**config.mk**
```make
export PLATFORM = sky130hd
export DESIGN_NAME = cal_core
export DESIGN_NICKNAME = d
export VERILOG_FILES = /design/src/cal_pkg.sv /design/src/cal_stack_mem.sv /design/src/cal_core.sv
export SDC_FILE = /design/constraint.sdc
export NUM_CORES = 1
export LEC_CHECK = 0
export ABC_AREA = 0
export CAP_MARGIN = 25
export CORE_AREA = 10 10 192 194
export CTS_CLUSTER_SIZE = 16
export DETAILED_ROUTE_END_ITERATION = 16
export DIE_AREA = 0 0 202 204
export DONT_BUFFER_PORTS = 1
export GPL_TIMING_DRIVEN = 0
export PLACE_DENSITY_LB_ADDON = 0.25
export SETUP_SLACK_MARGIN = 0.3
export SLEW_MARGIN = 20
export SYNTH_ARGS = -nofsm -noshare
export SYNTH_HDL_FRONTEND = slang
export SYNTH_HIERARCHICAL = 1
export SYNTH_SLANG_ARGS = --single-unit
```
**constraint.sdc**
```tcl
create_clock -name clock -period 7.9 [get_ports clock]
set_input_delay 0.79 -clock clock [delete_from_list [all_inputs] [get_ports clock]]
set_output_delay 0.79 -clock clock [all_outputs]
set_load 0.01 [all_outputs]
```
**src/cal_pkg.sv**
```systemverilog
`default_nettype none
package cal_pkg;
	// Widths of the program counter and the data bytes, and the return stack depth.
	localparam int PC_W = 12;
	localparam int DATA_W = 8;
	localparam int STACK_DEPTH = 6;

	// Data-space locations that live inside the core, and the reset address.
	localparam logic [7:0] ADDR_SHORT_BASE = 8'h80;
	localparam logic [7:0] ADDR_ACC = 8'hff;
	localparam logic [PC_W-1:0] RESET_PC = 12'h000;

	// Opcode groups, taken from the upper nibble (or upper three bits).
	localparam logic [3:0] OPG_SHORT = 4'h8;
	localparam logic [3:0] OPG_JUMP = 4'h9;
	localparam logic [3:0] OPG_BIT = 4'ha;
	localparam logic [3:0] OPG_BTB = 4'hb;
	localparam logic [2:0] OPG_IND = 3'h6;
	localparam logic [3:0] OPG_MISC = 4'he;
	localparam logic [3:0] OPG_CALL = 4'hf;

	// Low nibble of the miscellaneous group.
	localparam logic [3:0] SUB_DLOAD = 4'h0;
	localparam logic [3:0] SUB_DSTORE = 4'h1;
	localparam logic [3:0] SUB_LDI_ACC = 4'h2;
	localparam logic [3:0] SUB_LDI_MEM = 4'h3;
	localparam logic [3:0] SUB_RET = 4'h4;

	// Relative branch test types in opcode bits 6 and 5.
	localparam logic [1:0] COND_NZ = 2'h0;
	localparam logic [1:0] COND_NC = 2'h1;
	localparam logic [1:0] COND_Z = 2'h2;
	localparam logic [1:0] COND_C = 2'h3;

	// Cycles per instruction class.
	localparam logic [2:0] CYC_LS = 3'h4;
	localparam logic [2:0] CYC_BR = 3'h2;
	localparam logic [2:0] CYC_BTB = 3'h5;
	localparam logic [2:0] CYC_BIT = 3'h4;
	localparam logic [2:0] CYC_JMP = 3'h4;
	localparam logic [2:0] CYC_CTL = 3'h2;

	typedef enum logic [3:0] {
		CLS_BR, CLS_SHORT, CLS_JUMP, CLS_CALL, CLS_BIT, CLS_BTB, CLS_IND,
		CLS_DLOAD, CLS_DSTORE, CLS_LDI_ACC, CLS_LDI_MEM, CLS_RET, CLS_NOP
	} cal_cls_t;

	typedef struct packed {
		logic [7:0] addr;
		logic [7:0] wdata;
		logic we;
	} cal_dm_req_t;

	typedef struct packed {
		logic zero;
		logic carry;
	} cal_flags_t;
endpackage : cal_pkg
`default_nettype wire

```
**src/cal_stack_mem.sv**
```systemverilog
`default_nettype none
// Return-address cells with one write port and a registered read port.
module cal_stack_mem #(
	parameter int DEPTH = 6,
	parameter int WIDTH = 12
) (
	input wire logic clock,
	input wire logic ce,
	input wire logic we,
	input wire logic [2:0] waddr,
	input wire logic [WIDTH-1:0] wdata,
	input wire logic [2:0] raddr,
	output logic [WIDTH-1:0] rdata
);
	logic [WIDTH-1:0] cell_q [DEPTH];

	// Cells are written only when the clock enable is high.
	always_ff @(posedge clock) begin
		if (ce && we) begin
			cell_q[waddr] <= wdata;
		end
	end

	// Read data come out of a register one cycle after the address.
	always_ff @(posedge clock) begin
		if (ce) begin
			rdata <= cell_q[raddr];
		end
	end
endmodule : cal_stack_mem
`default_nettype wire

```
**src/cal_core.sv**
```systemverilog
`default_nettype none
module cal_core (
	input wire logic clock,
	input wire logic rst,
	input wire logic ce,
	input wire logic [7:0] pm_rdata,
	output logic [cal_pkg::PC_W-1:0] pm_addr_q,
	input wire logic [7:0] dm_rdata,
	output cal_pkg::cal_dm_req_t dm_req_q,
	output logic [7:0] acc_q,
	output cal_pkg::cal_flags_t flags_q,
	output logic retire_q
);
	import cal_pkg::*;

	logic [2:0] cnt_q;
	logic [7:0] op_q;
	logic [7:0] b1_q;
	cal_cls_t cls_q;
	logic [PC_W-1:0] pc_q;
	logic [PC_W-1:0] tgt_q;
	logic [7:0] sreg_q [4];
	logic [2:0] sp_q;
	logic [PC_W-1:0] top_w;
	logic [2:0] top_idx;

	// Opcode to class decode; arithmetic codes are not in this block and act as no-ops.
	function automatic cal_cls_t decode(input logic [7:0] op);
		cal_cls_t c;
		c = CLS_NOP;
		if (!op[7]) begin
			c = CLS_BR;
		end else if (op[7:5] == OPG_IND) begin
			c = CLS_IND;
		end else begin
			case (op[7:4])
				OPG_SHORT: c = CLS_SHORT;
				OPG_JUMP: c = CLS_JUMP;
				OPG_CALL: c = CLS_CALL;
				OPG_BIT: c = CLS_BIT;
				OPG_BTB: c = CLS_BTB;
				OPG_MISC: begin
					case (op[3:0])
						SUB_DLOAD: c = CLS_DLOAD;
						SUB_DSTORE: c = CLS_DSTORE;
						SUB_LDI_ACC: c = CLS_LDI_ACC;
						SUB_LDI_MEM: c = CLS_LDI_MEM;
						SUB_RET: c = CLS_RET;
						default: c = CLS_NOP;
					endcase
				end
				default: c = CLS_NOP;
			endcase
		end
		return c;
	endfunction : decode

	// Cycles each class occupies.
	function automatic logic [2:0] cycles(input cal_cls_t c);
		logic [2:0] n;
		case (c)
			CLS_BR: n = CYC_BR;
			CLS_RET, CLS_NOP: n = CYC_CTL;
			CLS_BTB: n = CYC_BTB;
			CLS_BIT: n = CYC_BIT;
			CLS_JUMP, CLS_CALL: n = CYC_JMP;
			default: n = CYC_LS;
		endcase
		return n;
	endfunction : cycles

	// Instruction length in bytes.
	function automatic logic [PC_W-1:0] length(input cal_cls_t c);
		logic [PC_W-1:0] n;
		case (c)
			CLS_LDI_MEM, CLS_BTB: n = 12'h003;
			CLS_DLOAD, CLS_DSTORE, CLS_LDI_ACC, CLS_BIT, CLS_JUMP, CLS_CALL: n = 12'h002;
			default: n = 12'h001;
		endcase
		return n;
	endfunction : length

	// Locations 80h..83h and the accumulator are held inside the core.
	function automatic logic is_internal(input logic [7:0] a);
		return (a[7:2] == ADDR_SHORT_BASE[7:2]) || (a == ADDR_ACC);
	endfunction : is_internal

	// The opcode is on the program bus during cycle 1 and held afterwards.
	logic [7:0] op_w;
	cal_cls_t cls_w;
	logic last_w;
	assign op_w = (cnt_q == 3'h1) ? pm_rdata : op_q;
	assign cls_w = (cnt_q == 3'h1) ? decode(pm_rdata) : cls_q;
	assign last_w = (cnt_q != 3'h0) && (cnt_q == cycles(cls_w) - 3'h1);

	// Read data of the data space: internal registers or external memory.
	logic [7:0] rd_w;
	always_comb begin
		rd_w = dm_rdata;
		if (dm_req_q.addr == ADDR_ACC) begin
			rd_w = acc_q;
		end else if (dm_req_q.addr[7:2] == ADDR_SHORT_BASE[7:2]) begin
			rd_w = sreg_q[dm_req_q.addr[1:0]];
		end
	end

	// Data-space actions of the current cycle.
	logic ra_en;
	logic [7:0] ra_addr;
	logic wr_en;
	logic [7:0] wr_addr;
	logic [7:0] wr_data;
	logic ld_en;
	logic [7:0] ld_data;
	logic z_en;
	logic [7:0] z_byte;
	logic c_en;
	logic c_val;
	always_comb begin
		ra_en = 1'b0;
		ra_addr = 8'h00;
		wr_en = 1'b0;
		wr_addr = 8'h00;
		wr_data = 8'h00;
		ld_en = 1'b0;
		ld_data = 8'h00;
		z_en = 1'b0;
		z_byte = 8'h00;
		c_en = 1'b0;
		c_val = 1'b0;
		case (cls_w)
			CLS_SHORT: begin
				if (cnt_q == 3'h1) begin
					z_en = 1'b1;
					if (op_w[3]) begin
						wr_en = 1'b1;
						wr_addr = ADDR_SHORT_BASE | {6'h00, op_w[1:0]};
						wr_data = acc_q;
						z_byte = acc_q;
					end else begin
						ld_en = 1'b1;
						ld_data = sreg_q[op_w[1:0]];
						z_byte = ld_data;
					end
				end
			end
			CLS_DLOAD: begin
				if (cnt_q == 3'h2) begin
					ra_en = 1'b1;
					ra_addr = pm_rdata;
				end else if (cnt_q == 3'h3) begin
					ld_en = 1'b1;
					ld_data = rd_w;
					z_en = 1'b1;
					z_byte = rd_w;
				end
			end
			CLS_DSTORE: begin
				if (cnt_q == 3'h2) begin
					wr_en = 1'b1;
					wr_addr = pm_rdata;
					wr_data = acc_q;
					z_en = 1'b1;
					z_byte = acc_q;
				end
			end
			CLS_IND: begin
				if (cnt_q == 3'h1) begin
					if (op_w[0]) begin
						wr_en = 1'b1;
						wr_addr = sreg_q[{1'b0, op_w[4]}];
						wr_data = acc_q;
						z_en = 1'b1;
						z_byte = acc_q;
					end else begin
						ra_en = 1'b1;
						ra_addr = sreg_q[{1'b0, op_w[4]}];
					end
				end else if (cnt_q == 3'h2 && !op_w[0]) begin
					ld_en = 1'b1;
					ld_data = rd_w;
					z_en = 1'b1;
					z_byte = rd_w;
				end
			end
			CLS_LDI_ACC: begin
				if (cnt_q == 3'h2) begin
					ld_en = 1'b1;
					ld_data = pm_rdata;
					z_en = 1'b1;
					z_byte = pm_rdata;
				end
			end
			CLS_LDI_MEM: begin
				if (cnt_q == 3'h3) begin
					wr_en = 1'b1;
					wr_addr = b1_q;
					wr_data = pm_rdata;
				end
			end
			CLS_BIT: begin
				if (cnt_q == 3'h2) begin
					ra_en = 1'b1;
					ra_addr = pm_rdata;
				end else if (cnt_q == 3'h3) begin
					c_en = 1'b1;
					c_val = rd_w[op_w[2:0]];
					wr_en = 1'b1;
					wr_addr = dm_req_q.addr;
					wr_data = rd_w;
					wr_data[op_w[2:0]] = op_w[3];
				end
			end
			CLS_BTB: begin
				if (cnt_q == 3'h2) begin
					ra_en = 1'b1;
					ra_addr = pm_rdata;
				end else if (cnt_q == 3'h3) begin
					c_en = 1'b1;
					c_val = rd_w[op_w[2:0]];
				end
			end
			default: begin
			end
		endcase
	end

	// Sequencing: cycle count, opcode, first operand byte and retire pulse.
	always_ff @(posedge clock) begin
		if (rst) begin
			cnt_q <= 3'h0;
			op_q <= 8'h00;
			b1_q <= 8'h00;
			cls_q <= CLS_NOP;
			retire_q <= 1'b0;
		end else if (ce) begin
			cnt_q <= last_w ? 3'h0 : cnt_q + 3'h1;
			retire_q <= last_w;
			if (cnt_q == 3'h1) begin
				op_q <= pm_rdata;
				cls_q <= decode(pm_rdata);
			end
			if (cnt_q == 3'h2) begin
				b1_q <= pm_rdata;
			end
		end
	end

	// Relative branch condition and targets.
	logic br_true;
	logic [PC_W-1:0] span_w;
	logic [PC_W-1:0] rel_tgt;
	logic [PC_W-1:0] btb_tgt;
	always_comb begin
		case (op_w[6:5])
			COND_NZ: br_true = !flags_q.zero;
			COND_NC: br_true = !flags_q.carry;
			COND_Z: br_true = flags_q.zero;
			default: br_true = flags_q.carry;
		endcase
		span_w = {8'h00, op_w[3:0]};
		rel_tgt = op_w[4] ? pc_q - span_w : pc_q + 12'h001 + span_w;
		btb_tgt = pc_q + 12'h001 + {{4{pm_rdata[7]}}, pm_rdata};
	end

	// Next instruction address, chosen in the last cycle.
	logic [PC_W-1:0] npc_w;
	always_comb begin
		npc_w = pc_q + length(cls_w);
		case (cls_w)
			CLS_BR: npc_w = br_true ? rel_tgt : pc_q + 12'h001;
			CLS_JUMP, CLS_CALL, CLS_BTB: npc_w = tgt_q;
			CLS_RET: npc_w = top_w;
			default: npc_w = pc_q + length(cls_w);
		endcase
	end

	// Program counter, branch target and program memory address.
	always_ff @(posedge clock) begin
		if (rst) begin
			pc_q <= RESET_PC;
			tgt_q <= RESET_PC;
			pm_addr_q <= RESET_PC;
		end else if (ce) begin
			if (last_w) begin
				pc_q <= npc_w;
				pm_addr_q <= npc_w;
			end else begin
				pm_addr_q <= pc_q + {9'h000, cnt_q} + 12'h001;
			end
			if (cnt_q == 3'h2) begin
				tgt_q <= {op_w[3:0], pm_rdata};
			end
			if (cls_w == CLS_BTB && cnt_q == 3'h3) begin
				tgt_q <= (rd_w[op_w[2:0]] == op_w[3]) ? btb_tgt : pc_q + 12'h003;
			end
		end
	end

	// Data-space port, accumulator, short registers and flags.
	always_ff @(posedge clock) begin
		if (rst) begin
			dm_req_q <= '0;
			acc_q <= 8'h00;
			sreg_q <= '{default: 8'h00};
			flags_q <= '0;
		end else if (ce) begin
			dm_req_q.we <= 1'b0;
			if (ra_en) begin
				dm_req_q.addr <= ra_addr;
			end
			if (wr_en) begin
				dm_req_q.addr <= wr_addr;
				dm_req_q.wdata <= wr_data;
				dm_req_q.we <= !is_internal(wr_addr);
				if (wr_addr == ADDR_ACC) begin
					acc_q <= wr_data;
				end else if (wr_addr[7:2] == ADDR_SHORT_BASE[7:2]) begin
					sreg_q[wr_addr[1:0]] <= wr_data;
				end
			end
			if (ld_en) begin
				acc_q <= ld_data;
			end
			if (z_en) begin
				flags_q.zero <= (z_byte == 8'h00);
			end
			if (c_en) begin
				flags_q.carry <= c_val;
			end
		end
	end

	// Return stack pointer; the cells wrap round when more than six are pushed.
	logic push_w;
	assign push_w = (cls_w == CLS_CALL) && (cnt_q == 3'h2);
	assign top_idx = (sp_q == 3'h0) ? 3'(STACK_DEPTH - 1) : sp_q - 3'h1;
	always_ff @(posedge clock) begin
		if (rst) begin
			sp_q <= 3'h0;
		end else if (ce) begin
			if (push_w) begin
				sp_q <= (sp_q == 3'(STACK_DEPTH - 1)) ? 3'h0 : sp_q + 3'h1;
			end else if (cls_w == CLS_RET && last_w) begin
				sp_q <= top_idx;
			end
		end
	end

	cal_stack_mem #(
		.DEPTH(STACK_DEPTH),
		.WIDTH(PC_W)
	) u_stack (
		.clock(clock),
		.ce(ce),
		.we(push_w),
		.waddr(sp_q),
		.wdata(pc_q + 12'h002),
		.raddr(top_idx),
		.rdata(top_w)
	);
endmodule : cal_core
`default_nettype wire

```
==> results of run 1 <==
## kinds of logic (layout without fill, tap and decap cells)
family          Yosys count  after routing  synth area share (%)
simple gates            464            464                  17.2
mux                     109            109                  10.4
flops                   205            205                  37.9
fa+ha+maj                43             43                  4.41
xor+xnor                 66             66                  4.57
buf+inv                 135            187                  4.80
compound gates          396            396                  20.8
## final cells by class
class                   count  area, sq um  share of cell area [%]
flip-flops and latches    205         4940                    34.0
clock buffers              39          782                    5.37
multi-input cells        1078         7510                    51.5
clock inverters             9          114                   0.782
repair buffers              4         30.0                   0.206
plain buffers             100          495                    3.40
well taps                 448          561                    3.85
inverters                  35          131                   0.902
## worst max path at each step
stage / startpoint / to / cells after the start
floorplan: pm_rdata[1] / pm_addr_q[5] / 22
global route: cnt_q[1] / pm_addr_q[5] / 22
global placement: pm_rdata[1] / pm_addr_q[5] / 22
finish: pm_rdata[1] / pm_addr_q[5] / 22
detailed placement: pm_rdata[1] / pm_addr_q[5] / 22
CTS: cnt_q[1] / pm_addr_q[5] / 22
## stage by stage
stage                     power (W)  hold WS (ns)  worst slack [ns]  util, %  std cells
after floorplan             0.00143         0.432              3.37        -       1418
after global placement      0.00155         0.441              2.10     41.1       1866
after detailed placement    0.00155         0.450              2.07     41.3       1870
after CTS                   0.00278         0.341              2.56     44.0       1918
after global routing        0.00287         0.337              2.22     44.0       1918
final                       0.00278         0.361              2.47     44.0       1918
## layout by cell type (no fill, tap or decap), drive strengths merged, types with 16 or more instances in the layout
cell type  instances
a211oi            27
a21oi            107
a22o              17
a22oi             17
buf               40
clkbuf           103
dfxtp            121
edfxtp            84
ha                38
inv               33
mux2i             91
mux4              16
nand2            127
nand3             45
nor2             140
nor3              57
o21ai             74
xnor2             45
xor2              21
## sequential cells by signal, summed over array words and instances (netlist names)
name and cells:
acc_q 8, cnt_q 3, dm_req_q 17, tgt_q 12
u_stack/cell_q 72, cls_q 4, pm_addr_q 12, b1_q 8
op_q 7, retire_q 1, flags_q 2, u_stack/rdata 12
sp_q 3, pc_q 12, sreg_q 32
## layer usage
metal	track usage (%)	part of all wire, %
met5	0	0
met2	35.1	47
met4	6.85	3.0
met3	4.71	9.3
met1	27.7	41
## report_power, final
group	total (W)	internal [W]	switching, W
clock	0.00124	0.000749	0.000493
combinational	0.000408	0.000133	0.000275
sequential	0.00113	0.00111	0.0000206
==> impl_metrics.json, run 1 <==
{
  "hold_path_class": "in -> reg",
  "synth-main-ff-cell": "dfxtp_1",
  "antenna_found_initial": 0,
  "cp.required_ns": 8.33,
  "yosys.area.top_type_share_pct": 19.3,
  "netlist_area_sq_mm": 0.0131,
  "grt_setup_unrepaired": "no",
  "crit_path_max_fanout": 10,
  "place_area_sq_mm": 0.0137,
  "grt_pass1_wl_mm": 69.6,
  "wl_mm": 46.2,
  "status": "complete, no violations",
  "avgSynthCellArea_sq_um": 9.21,
  "vdd_drop_max_v": 0.000132,
  "synthTopCellsByCount": "nor2_1 (137), nand2_1 (126), dfxtp_1 (121)",
  "gr-usage-all-layers_pct": 21.5,
  "synth-seq-cells": 205,
  "yosys.area.top_type": "edfxtp_1",
  "min_path_cells": 0,
  "drt_pre_antenna_iters": 5,
  "reg2reg_to": "pm_addr_q[5]",
  "portBuffers": 0,
  "synth_edf_count": 84,
  "async_flop_share_pct": 0,
  "powerDensity_mw_per_mm2": 191,
  "via_per_inst": 6.20,
  "syn_inst": 1418,
  "dieArea_sq_mm": 0.0412,
  "post_cts_resized": 0,
  "start_util_pct": 39.4,
  "route.detailed.drc": 0,
  "drt_iter0_drc": 1097,
  "worstPathArrival_ns": 5.86,
  "r2r_slack_ns": 2.47,
  "worstSetupPathType": "in -> reg",
  "chipWidth_um": 202,
  "gp_congestion": 0.954,
  "period_share_pct": 68.8,
  "fin_tns_setup_ns": 0,
  "reg2reg_depth": 22,
  "clk_pin_slew_ns": 0.06,
  "final_nets": 1512,
  "cts-root-buf": "clkbuf_16",
  "rr_startpoint": "cnt_q[1]",
  "antenna_cells": 0,
  "critPathLaunchType": "input port",
  "final_area_sq_mm": 0.0146,
  "crit_family": "compound AO/OA/AOI/OAI gates",
  "synth.area.top_cells": "edfxtp_1 (19%), dfxtp_1 (19%), mux2i_1 (6.7%)",
  "synthMostInstantiatedCell": "nor2_1",
  "n_fill_cell": 3257,
  "cp_cell_sequence": "clkbuf_1 -> nor2_1 -> a21oi_1 -> o21ai_0 -> a21oi_1 -> a2111oi_0 -> a21oi_1 -> inv_1 -> ha_1 -> clkbuf_1 -> nor2_1 -> o21ai_0 -> o21ai_0 -> ha_1 -> a21o_1 -> nand2_1 -> nor2_1 -> xor2_1 -> a222oi_1 -> o21ai_0 -> and3_1 -> a311o_1",
  "cts-buffers-inserted": 26,
  "power_leakage_nw": 5.18,
  "clk_latency_ns": 0.55,
  "fp.dieH_um": 204,
  "crit_slowest_cell": "clkbuf_1",
  "cts_tree": "built",
  "min_from": "ce",
  "slew_viol_final": 0,
  "wl_per_cell_um": 24.1,
  "critPathCaptureType": "flop",
  "place.detailed.hpwl_mm": 34.9,
  "hold_end": "u_stack/rdata[4]",
  "grt_max_degree": 16,
  "finalCriticalPeriod_ns": 5.43,
  "core_region_area_sq_mm": 0.0331,
  "grt_remaining_overflow": 0,
  "postCtsSetupRepairBufs": 0,
  "ant_nets": 0,
  "area_delta_synth_final_pct": 11.5,
  "hold_buffers": 0,
  "worst_slew_pin_slew_ns": 0.990,
  "grt_pass1_vias": 11100,
  "htree_levels": 1,
  "crit_top_cell": "o21ai_0",
  "max-slew-margin-rel_pct": 33.4,
  "ys_warn_count": 6,
  "hold_viol_final": 0,
  "synth_nets": 1480,
  "slowest_delay_ns": 0.56,
  "cts_buffer_depth": 3,
  "yosysUniqueCellTypes": 97,
  "rows": 67,
  "drive_gt1_share_pct": 8.37,
  "cts.sinks": 205,
  "finClkSkew_ns": 0.0118,
  "timing.fmax_ghz": 0.184,
  "max-cap-violations": 0,
  "setup_viol": 0,
  "path_buf_inv": 3,
  "yosysSeqAreaShare_pct": 37.9,
  "ios": 59,
  "via_count": 11900
}
No activity file was read; power rests on OpenSTA's default activity.
==> run 2: changes to the inputs <==
clock period = 4.7 ns   (was 7.9 ns; I/O delays follow)
==> run 2 against run 1 <==
Core utilization is 0.70 points higher. Count of clock-buffer cells in the layout stayed put. Combinational power is 74% higher. Largest power group unchanged. Via count is 0.21% higher. Power is 69% higher. Setup slack worse by 2.1 ns. Die area stayed put. Clock skew is 0.0046 ns higher. Non-clock buffer count is 10 higher. Sequential cell count stayed put. Final cell count is 0.52% higher.
==> impl_metrics.json, run 2 (synthesis gave the netlist of run 1 again) <==
{
  "largest_reg_flops": 72,
  "finalPower_w": 0.00471,
  "place_area_sq_mm": 0.0137,
  "final_area_sq_mm": 0.0148,
  "pwr-share-seq_pct": 40.5,
  "finClkSkew_ns": 0.0165,
  "combPwrFrac_pct": 15.1,
  "ant_nets": 0,
  "chipWidth_um": 202,
  "p_sw_w": 0.00134,
  "via_count": 11900,
  "gp_congestion": 0.954,
  "final_cell_mix": "nor2_1 (134), nand2_1 (125), dfxtp_1 (119)",
  "worstSetupPathType": "reg -> reg",
  "max-cap-violations": 0,
  "top_regs": "u_stack/cell_q (72), sreg_q (32), dm_req_q (17)",
  "hold_viol_final": 0,
  "drt_iter0_drc": 1172,
  "cts_tree": "built",
  "crit_family": "compound AO/OA/AOI/OAI gates",
  "hold_path_class": "in -> reg",
  "pre_cts_ws_ns": -0.806,
  "grt_remaining_overflow": 0,
  "period_share_pct": 92.2,
  "cts-root-buf": "clkbuf_16",
  "critPathLaunchType": "flop",
  "route.detailed.drc": 0,
  "slew_viol_final": 0,
  "cts.sinks": 205,
  "area_delta_synth_final_pct": 13.3,
  "drt_pre_antenna_iters": 5,
  "core_region_area_sq_mm": 0.0331,
  "fin_cells": 1928,
  "fp.dieH_um": 204,
  "vdd_drop_max_v": 0.000234,
  "crit_slowest_cell": "a222oi_1",
  "grt_max_degree": 16,
  "cp_cell_sequence": "inv_2 -> ha_4 -> nand2b_4 -> buf_6 -> buf_6 -> a2111oi_4 -> a21oi_2 -> inv_1 -> ha_1 -> clkbuf_4 -> nor2_1 -> o21ai_1 -> o21ai_2 -> ha_1 -> a21o_1 -> nand2_2 -> nor2_1 -> xor2_1 -> a222oi_1 -> o21ai_1 -> and3_1 -> a311o_1",
  "cts-buffers-inserted": 26,
  "portBuffers": 0,
  "grt_pass1_vias": 11100,
  "antenna_cells": 0,
  "crit_path_max_fanout": 10,
  "start_util_pct": 39.4,
  "ios": 59,
  "dp_cells": 1870,
  "grt_setup_unrepaired": "yes",
  "rows": 67,
  "gr-usage-all-layers_pct": 21.6,
  "timing.fmax_ghz": 0.231,
  "final_nets": 1522,
  "setup_viol": 0,
  "clk_pin_slew_ns": 0.06,
  "status": "complete, no violations",
  "cts_buffer_depth": 3,
  "grt_pass1_wl_mm": 69.7,
  "slowest_delay_ns": 0.46,
  "regMostFlops": "u_stack/cell_q",
  "switching_share_pct": 28.5,
  "clk_latency_ns": 0.55,
  "critPathCaptureType": "flop",
  "antenna_found_initial": 0,
  "hold_buffers": 0,
  "worstPathArrival_ns": 4.77,
  "drive_gt1_share_pct": 10.9,
  "cp.required_ns": 5.13,
  "wl_mm": 46.4,
  "wl_per_cell_um": 24.1,
  "n_fill_cell": 3238,
  "intPower_w": 0.00337,
  "worst_slack_ns": 0.365,
  "path_buf_inv": 5,
  "dieArea_sq_mm": 0.0412,
  "max-slew-margin-rel_pct": 34.4,
  "final_util_pct": 44.7,
  "powerDensity_mw_per_mm2": 318,
  "worst_slew_pin_slew_ns": 0.976,
  "via_per_inst": 6.18,
  "p_clk_share_pct": 44.4,
  "power_leakage_nw": 5.27,
  "htree_levels": 1,
  "place.detailed.hpwl_mm": 34.9,
  "finalCriticalPeriod_ns": 4.34,
  "mostFrequentLayoutCell": "nor2_1"
}
run 2: changes by cell type in the layout (fill, tap and decap cells not counted), sizes merged:
cell / change
buf: +10
clkinv: -1
clkinvlp: +1
run 2: routing by layer:
| layer | share of wire, % | track usage (%) | up-vias | wire (um) |
|---|---|---|---|---|
| li1 | - | - | 5440 | - |
| met1 | 41 | 27.4 | 5838 | 19100 |
| met2 | 46 | 34.8 | 537 | 21500 |
| met3 | 9.1 | 5.26 | 103 | 4240 |
| met4 | 3.2 | 8.00 | 0 | 1500 |
| met5 | 0 | 0 | - | 0 |
run 2: power by group through the flow:
| stage | clock network, W | logic [W] | registers [W] |
|---|---|---|---|
| after detailed placement | 0 | 0.000666 | 0.00194 |
| after global placement | 0 | 0.000662 | 0.00194 |
| after floorplan | 0 | 0.000479 | 0.00193 |
| after global routing | 0.00218 | 0.000766 | 0.00191 |
| after CTS | 0.00210 | 0.000679 | 0.00191 |
| final | 0.00209 | 0.000709 | 0.00191 |
run 2: layout make-up:
type	instances	area, sq um	share of cell area (%)
clock buffers	39	782	5.29
repair buffers	14	118	0.795
inverters	35	135	0.913
multi-input cells	1078	7630	51.5
clock inverters	9	114	0.770
well taps	448	561	3.79
plain buffers	100	512	3.46
flip-flops and latches	205	4950	33.4
run 2: worst paths after layout:
kind	endpoint	slack, ns	cells after the start	from
setup / recovery	pm_addr_q[5]	0.36	22	cnt_q[1]
hold / removal	u_stack/rdata[1]	0.04	0	ce
setup reg to reg	pm_addr_q[5]	0.36	22	cnt_q[1]
hold reg to reg	op_q[5]	0.46	2	op_q[5]
run 2: stage by stage:
stage / hold WS (ns) / setup TNS (ns)
finish: 0.0426 / 0
detailed placement: 0.450 / -19.63
CTS: 0.0207 / 0
global placement: 0.441 / -34.18
floorplan: 0.432 / 0
global route: 0.0170 / 0
run 2: repair_timing:
| action | CTS | global route |
|---|---|---|
| endpoints found under the setup margin | 88 | 51 |
| buffers inserted | 4 | 6 |
| gates resized for setup | 19 | 32 |
| pin swaps | 2 | 6 |
run 2: worst register-to-register path, stage by stage, from the launching register on:
cell	delay, ns
dfxtp_2	0.37
inv_2	0.13
ha_4	0.20
nand2b_4	0.06
buf_6	0.15
buf_6	0.16
a2111oi_4	0.34
a21oi_2	0.11
inv_1	0.12
ha_1	0.15
clkbuf_4	0.19
nor2_1	0.06
o21ai_1	0.16
o21ai_2	0.11
ha_1	0.29
a21o_1	0.16
nand2_2	0.13
nor2_1	0.07
xor2_1	0.14
a222oi_1	0.46
o21ai_1	0.19
and3_1	0.22
a311o_1	0.26
==> run 3: changes to the inputs <==
CORE_AREA = 10 10 193 195   (was 10 10 192 194)
DIE_AREA = 0 0 203 205   (was 0 0 202 204)
SYNTH_HIERARCHICAL = not set   (was 1)
==> run 3 against run 2 <==
Critical endpoint is now pm_addr_q[4]. Clock power down 11%. Highest routed layer unchanged. Combinational power increased by 12%. Setup slack gained 0.040 ns. Non-clock buffer count is 4 lower. Core utilization is 0.072 points higher. Synthesized cell count grew 1.2%. Maximum frequency increased by 0.94%. Critical path depth shrank 5. Synthesized area increased by 0.91%. Sequential share of layout area decreased by 0.20 points. Die area rose by 0.99%. Count of clock-buffer cells in the layout fell by 9.
==> impl_metrics.json, run 3 <==
{
  "hold_path_class": "in -> reg",
  "muxShareOfSynthArea_pct": 11.2,
  "max-cap-violations": 0,
  "grt_max_degree": 14,
  "final_nets": 1539,
  "grt_setup_unrepaired": "no",
  "p_clk_share_pct": 40.4,
  "wl_mm": 46.8,
  "intPower_w": 0.00320,
  "vdd_drop_max_v": 0.000308,
  "worst_slew_pin_slew_ns": 1.03,
  "wl_per_cell_um": 24.1,
  "synth_top_family_by_area": "compound AO/OA/AOI/OAI gates",
  "hold_viol_final": 0,
  "pwr-share-seq_pct": 42.2,
  "drt_iter0_drc": 1112,
  "route.detailed.drc": 0,
  "synth-seq-cells": 205,
  "syn_inst": 1435,
  "via_per_inst": 6.04,
  "mostFrequentLayoutCell": "nand2_1",
  "dieArea_sq_mm": 0.0416,
  "cp.required_ns": 5.08,
  "start_util_pct": 39.6,
  "grt_pass1_wl_mm": 70.8,
  "synth-main-ff-cell": "dfxtp_1",
  "cts-root-buf": "clkbuf_16",
  "critPathLaunchType": "flop",
  "worstPathArrival_ns": 4.68,
  "final_cell_mix": "nand2_1 (147), dfxtp_1 (119), nor2_1 (116)",
  "antenna_found_initial": 0,
  "regMostFlops": "u_stack.cell_q",
  "synth_edf_count": 84,
  "clk_latency_ns": 0.54,
  "setup_viol": 0,
  "min_path_cells": 0,
  "place.detailed.hpwl_mm": 35.6,
  "portBuffers": 0,
  "ant_nets": 0,
  "power_leakage_nw": 5.18,
  "yosys.area.top_type_share_pct": 19.1,
  "combPwrFrac_pct": 17.4,
  "fp.dieH_um": 205,
  "async_flop_share_pct": 0,
  "htree_levels": 1,
  "grt_remaining_overflow": 0,
  "netlist_area_sq_mm": 0.0132,
  "drive_gt1_share_pct": 11.9,
  "yosysUniqueCellTypes": 94,
  "slew_viol_final": 0,
  "finalPower_w": 0.00457,
  "timing.fmax_ghz": 0.233,
  "fin_tns_setup_ns": 0,
  "cts_buffer_depth": 3,
  "synthMostInstantiatedCell": "nand2_1",
  "crit_path_max_fanout": 10,
  "cts-buffers-inserted": 25,
  "yosysSeqAreaShare_pct": 37.5,
  "top_regs": "u_stack.cell_q (72), sreg_q (32), dm_req_q (17)",
  "cts_tree": "built",
  "clk_pin_slew_ns": 0.06,
  "synth_compound_area_share_pct": 19.3,
  "synth.area.top_cells": "edfxtp_1 (19%), dfxtp_1 (18%), mux2i_1 (6.9%)",
  "holdWs_ns": 0.0441,
  "synthTopCellsByCount": "nand2_1 (147), dfxtp_1 (121), nor2_1 (118)",
  "pre_cts_ws_ns": -0.589,
  "yosys.area.top_type": "edfxtp_1",
  "worst_slack_ns": 0.405,
  "final_util_pct": 44.7,
  "hold_buffers": 0,
  "max-slew-margin-rel_pct": 31.3,
  "worstSetupPathType": "reg -> reg",
  "cts.sinks": 205,
  "reg2reg_depth": 17,
  "rows": 67,
  "status": "complete, no violations",
  "ios": 59,
  "gr-usage-all-layers_pct": 21.9,
  "chipWidth_um": 203,
  "core_region_area_sq_mm": 0.0333,
  "area_delta_synth_final_pct": 13.0,
  "antenna_cells": 0,
  "synth_xor_area_share_pct": 5.06,
  "gp_congestion": 0.955,
  "ys_warn_count": 0,
  "critPathCaptureType": "flop",
  "p_sw_w": 0.00136,
  "grt_pass1_vias": 11400,
  "drt_pre_antenna_iters": 5,
  "finClkSkew_ns": 0.0183,
  "via_count": 11700,
  "synth-adder-area-share_pct": 4.37,
  "finalCriticalPeriod_ns": 4.29,
  "synth-simple-area-share_pct": 18.5,
  "switching_share_pct": 29.8,
  "period_share_pct": 91.4,
  "avgSynthCellArea_sq_um": 9.19,
  "largest_reg_flops": 72,
  "powerDensity_mw_per_mm2": 307,
  "synth_nets": 1497
}
[run 3: power groups by stage]
| stage | Combinational [W] | Sequential, W | Clock [W] |
|---|---|---|---|
| after floorplan | 0.000532 | 0.00195 | 0 |
| after CTS | 0.000759 | 0.00193 | 0.00187 |
| after global placement | 0.000731 | 0.00196 | 0 |
| after global routing | 0.000852 | 0.00193 | 0.00193 |
| final | 0.000793 | 0.00193 | 0.00185 |
| after detailed placement | 0.000738 | 0.00196 | 0 |
[run 3: cells by family after synthesis]
family          Yosys count
fa+ha+maj                43
xor+xnor                 74
mux                     119
compound gates          379
buf+inv                 126
simple gates            489
flops                   205
[run 3: routing by layer]
metal	track usage (%)	part of all wire, %
met4	9.11	4.4
met5	0	0
met1	28.8	43
met2	34.8	45
met3	3.76	7.8
[run 3: stage by stage]
stage	instance area [sq um]	instances
2_1_floorplan	13200	1435
3_3_place_gp	13700	1883
3_5_place_dp	13800	1889
4_1_cts	14800	1942
5_1_grt	14900	1944
6_report	14900	1944
[run 3: repair_timing]
item	CTS	global route
pin swaps	5	2
resized for setup	29	27
setup endpoints to repair	88	64
setup buffers	7	1
[run 3: path summary, 6_finish.rpt]
check / startpoint / to / slack [ns]
worst max-delay path: cnt_q[1] / pm_addr_q[4] / 0.41
worst min register to register: op_q[6] / op_q[6] / 0.46
worst max register to register: cnt_q[1] / pm_addr_q[4] / 0.41
worst min-delay path: ce / u_stack.rdata[10] / 0.04
[run 3: final cells by class]
type	count	area, sq um
fill	3288	18400
multi-input combinational	1104	7930
sequential	205	4950
clock buffer	30	654
tap	448	561
buffer	95	434
timing repair buffer	15	134
inverter	31	116
clock inverter	16	115
[run 3: worst max-delay path, cell delays in order, from the launching register on]
cell	delay [ns]
dfxtp_4	0.42
inv_2	0.07
ha_4	0.18
and3b_2	0.27
a22oi_2	0.22
and2_1	0.16
buf_2	0.20
buf_4	0.23
mux2i_1	0.20
a22oi_1	0.15
ha_1	0.28
fa_1	0.50
nand3_1	0.15
xnor2_1	0.07
a222oi_1	0.41
nand3_1	0.25
o211ai_1	0.28
a21oi_1	0.10
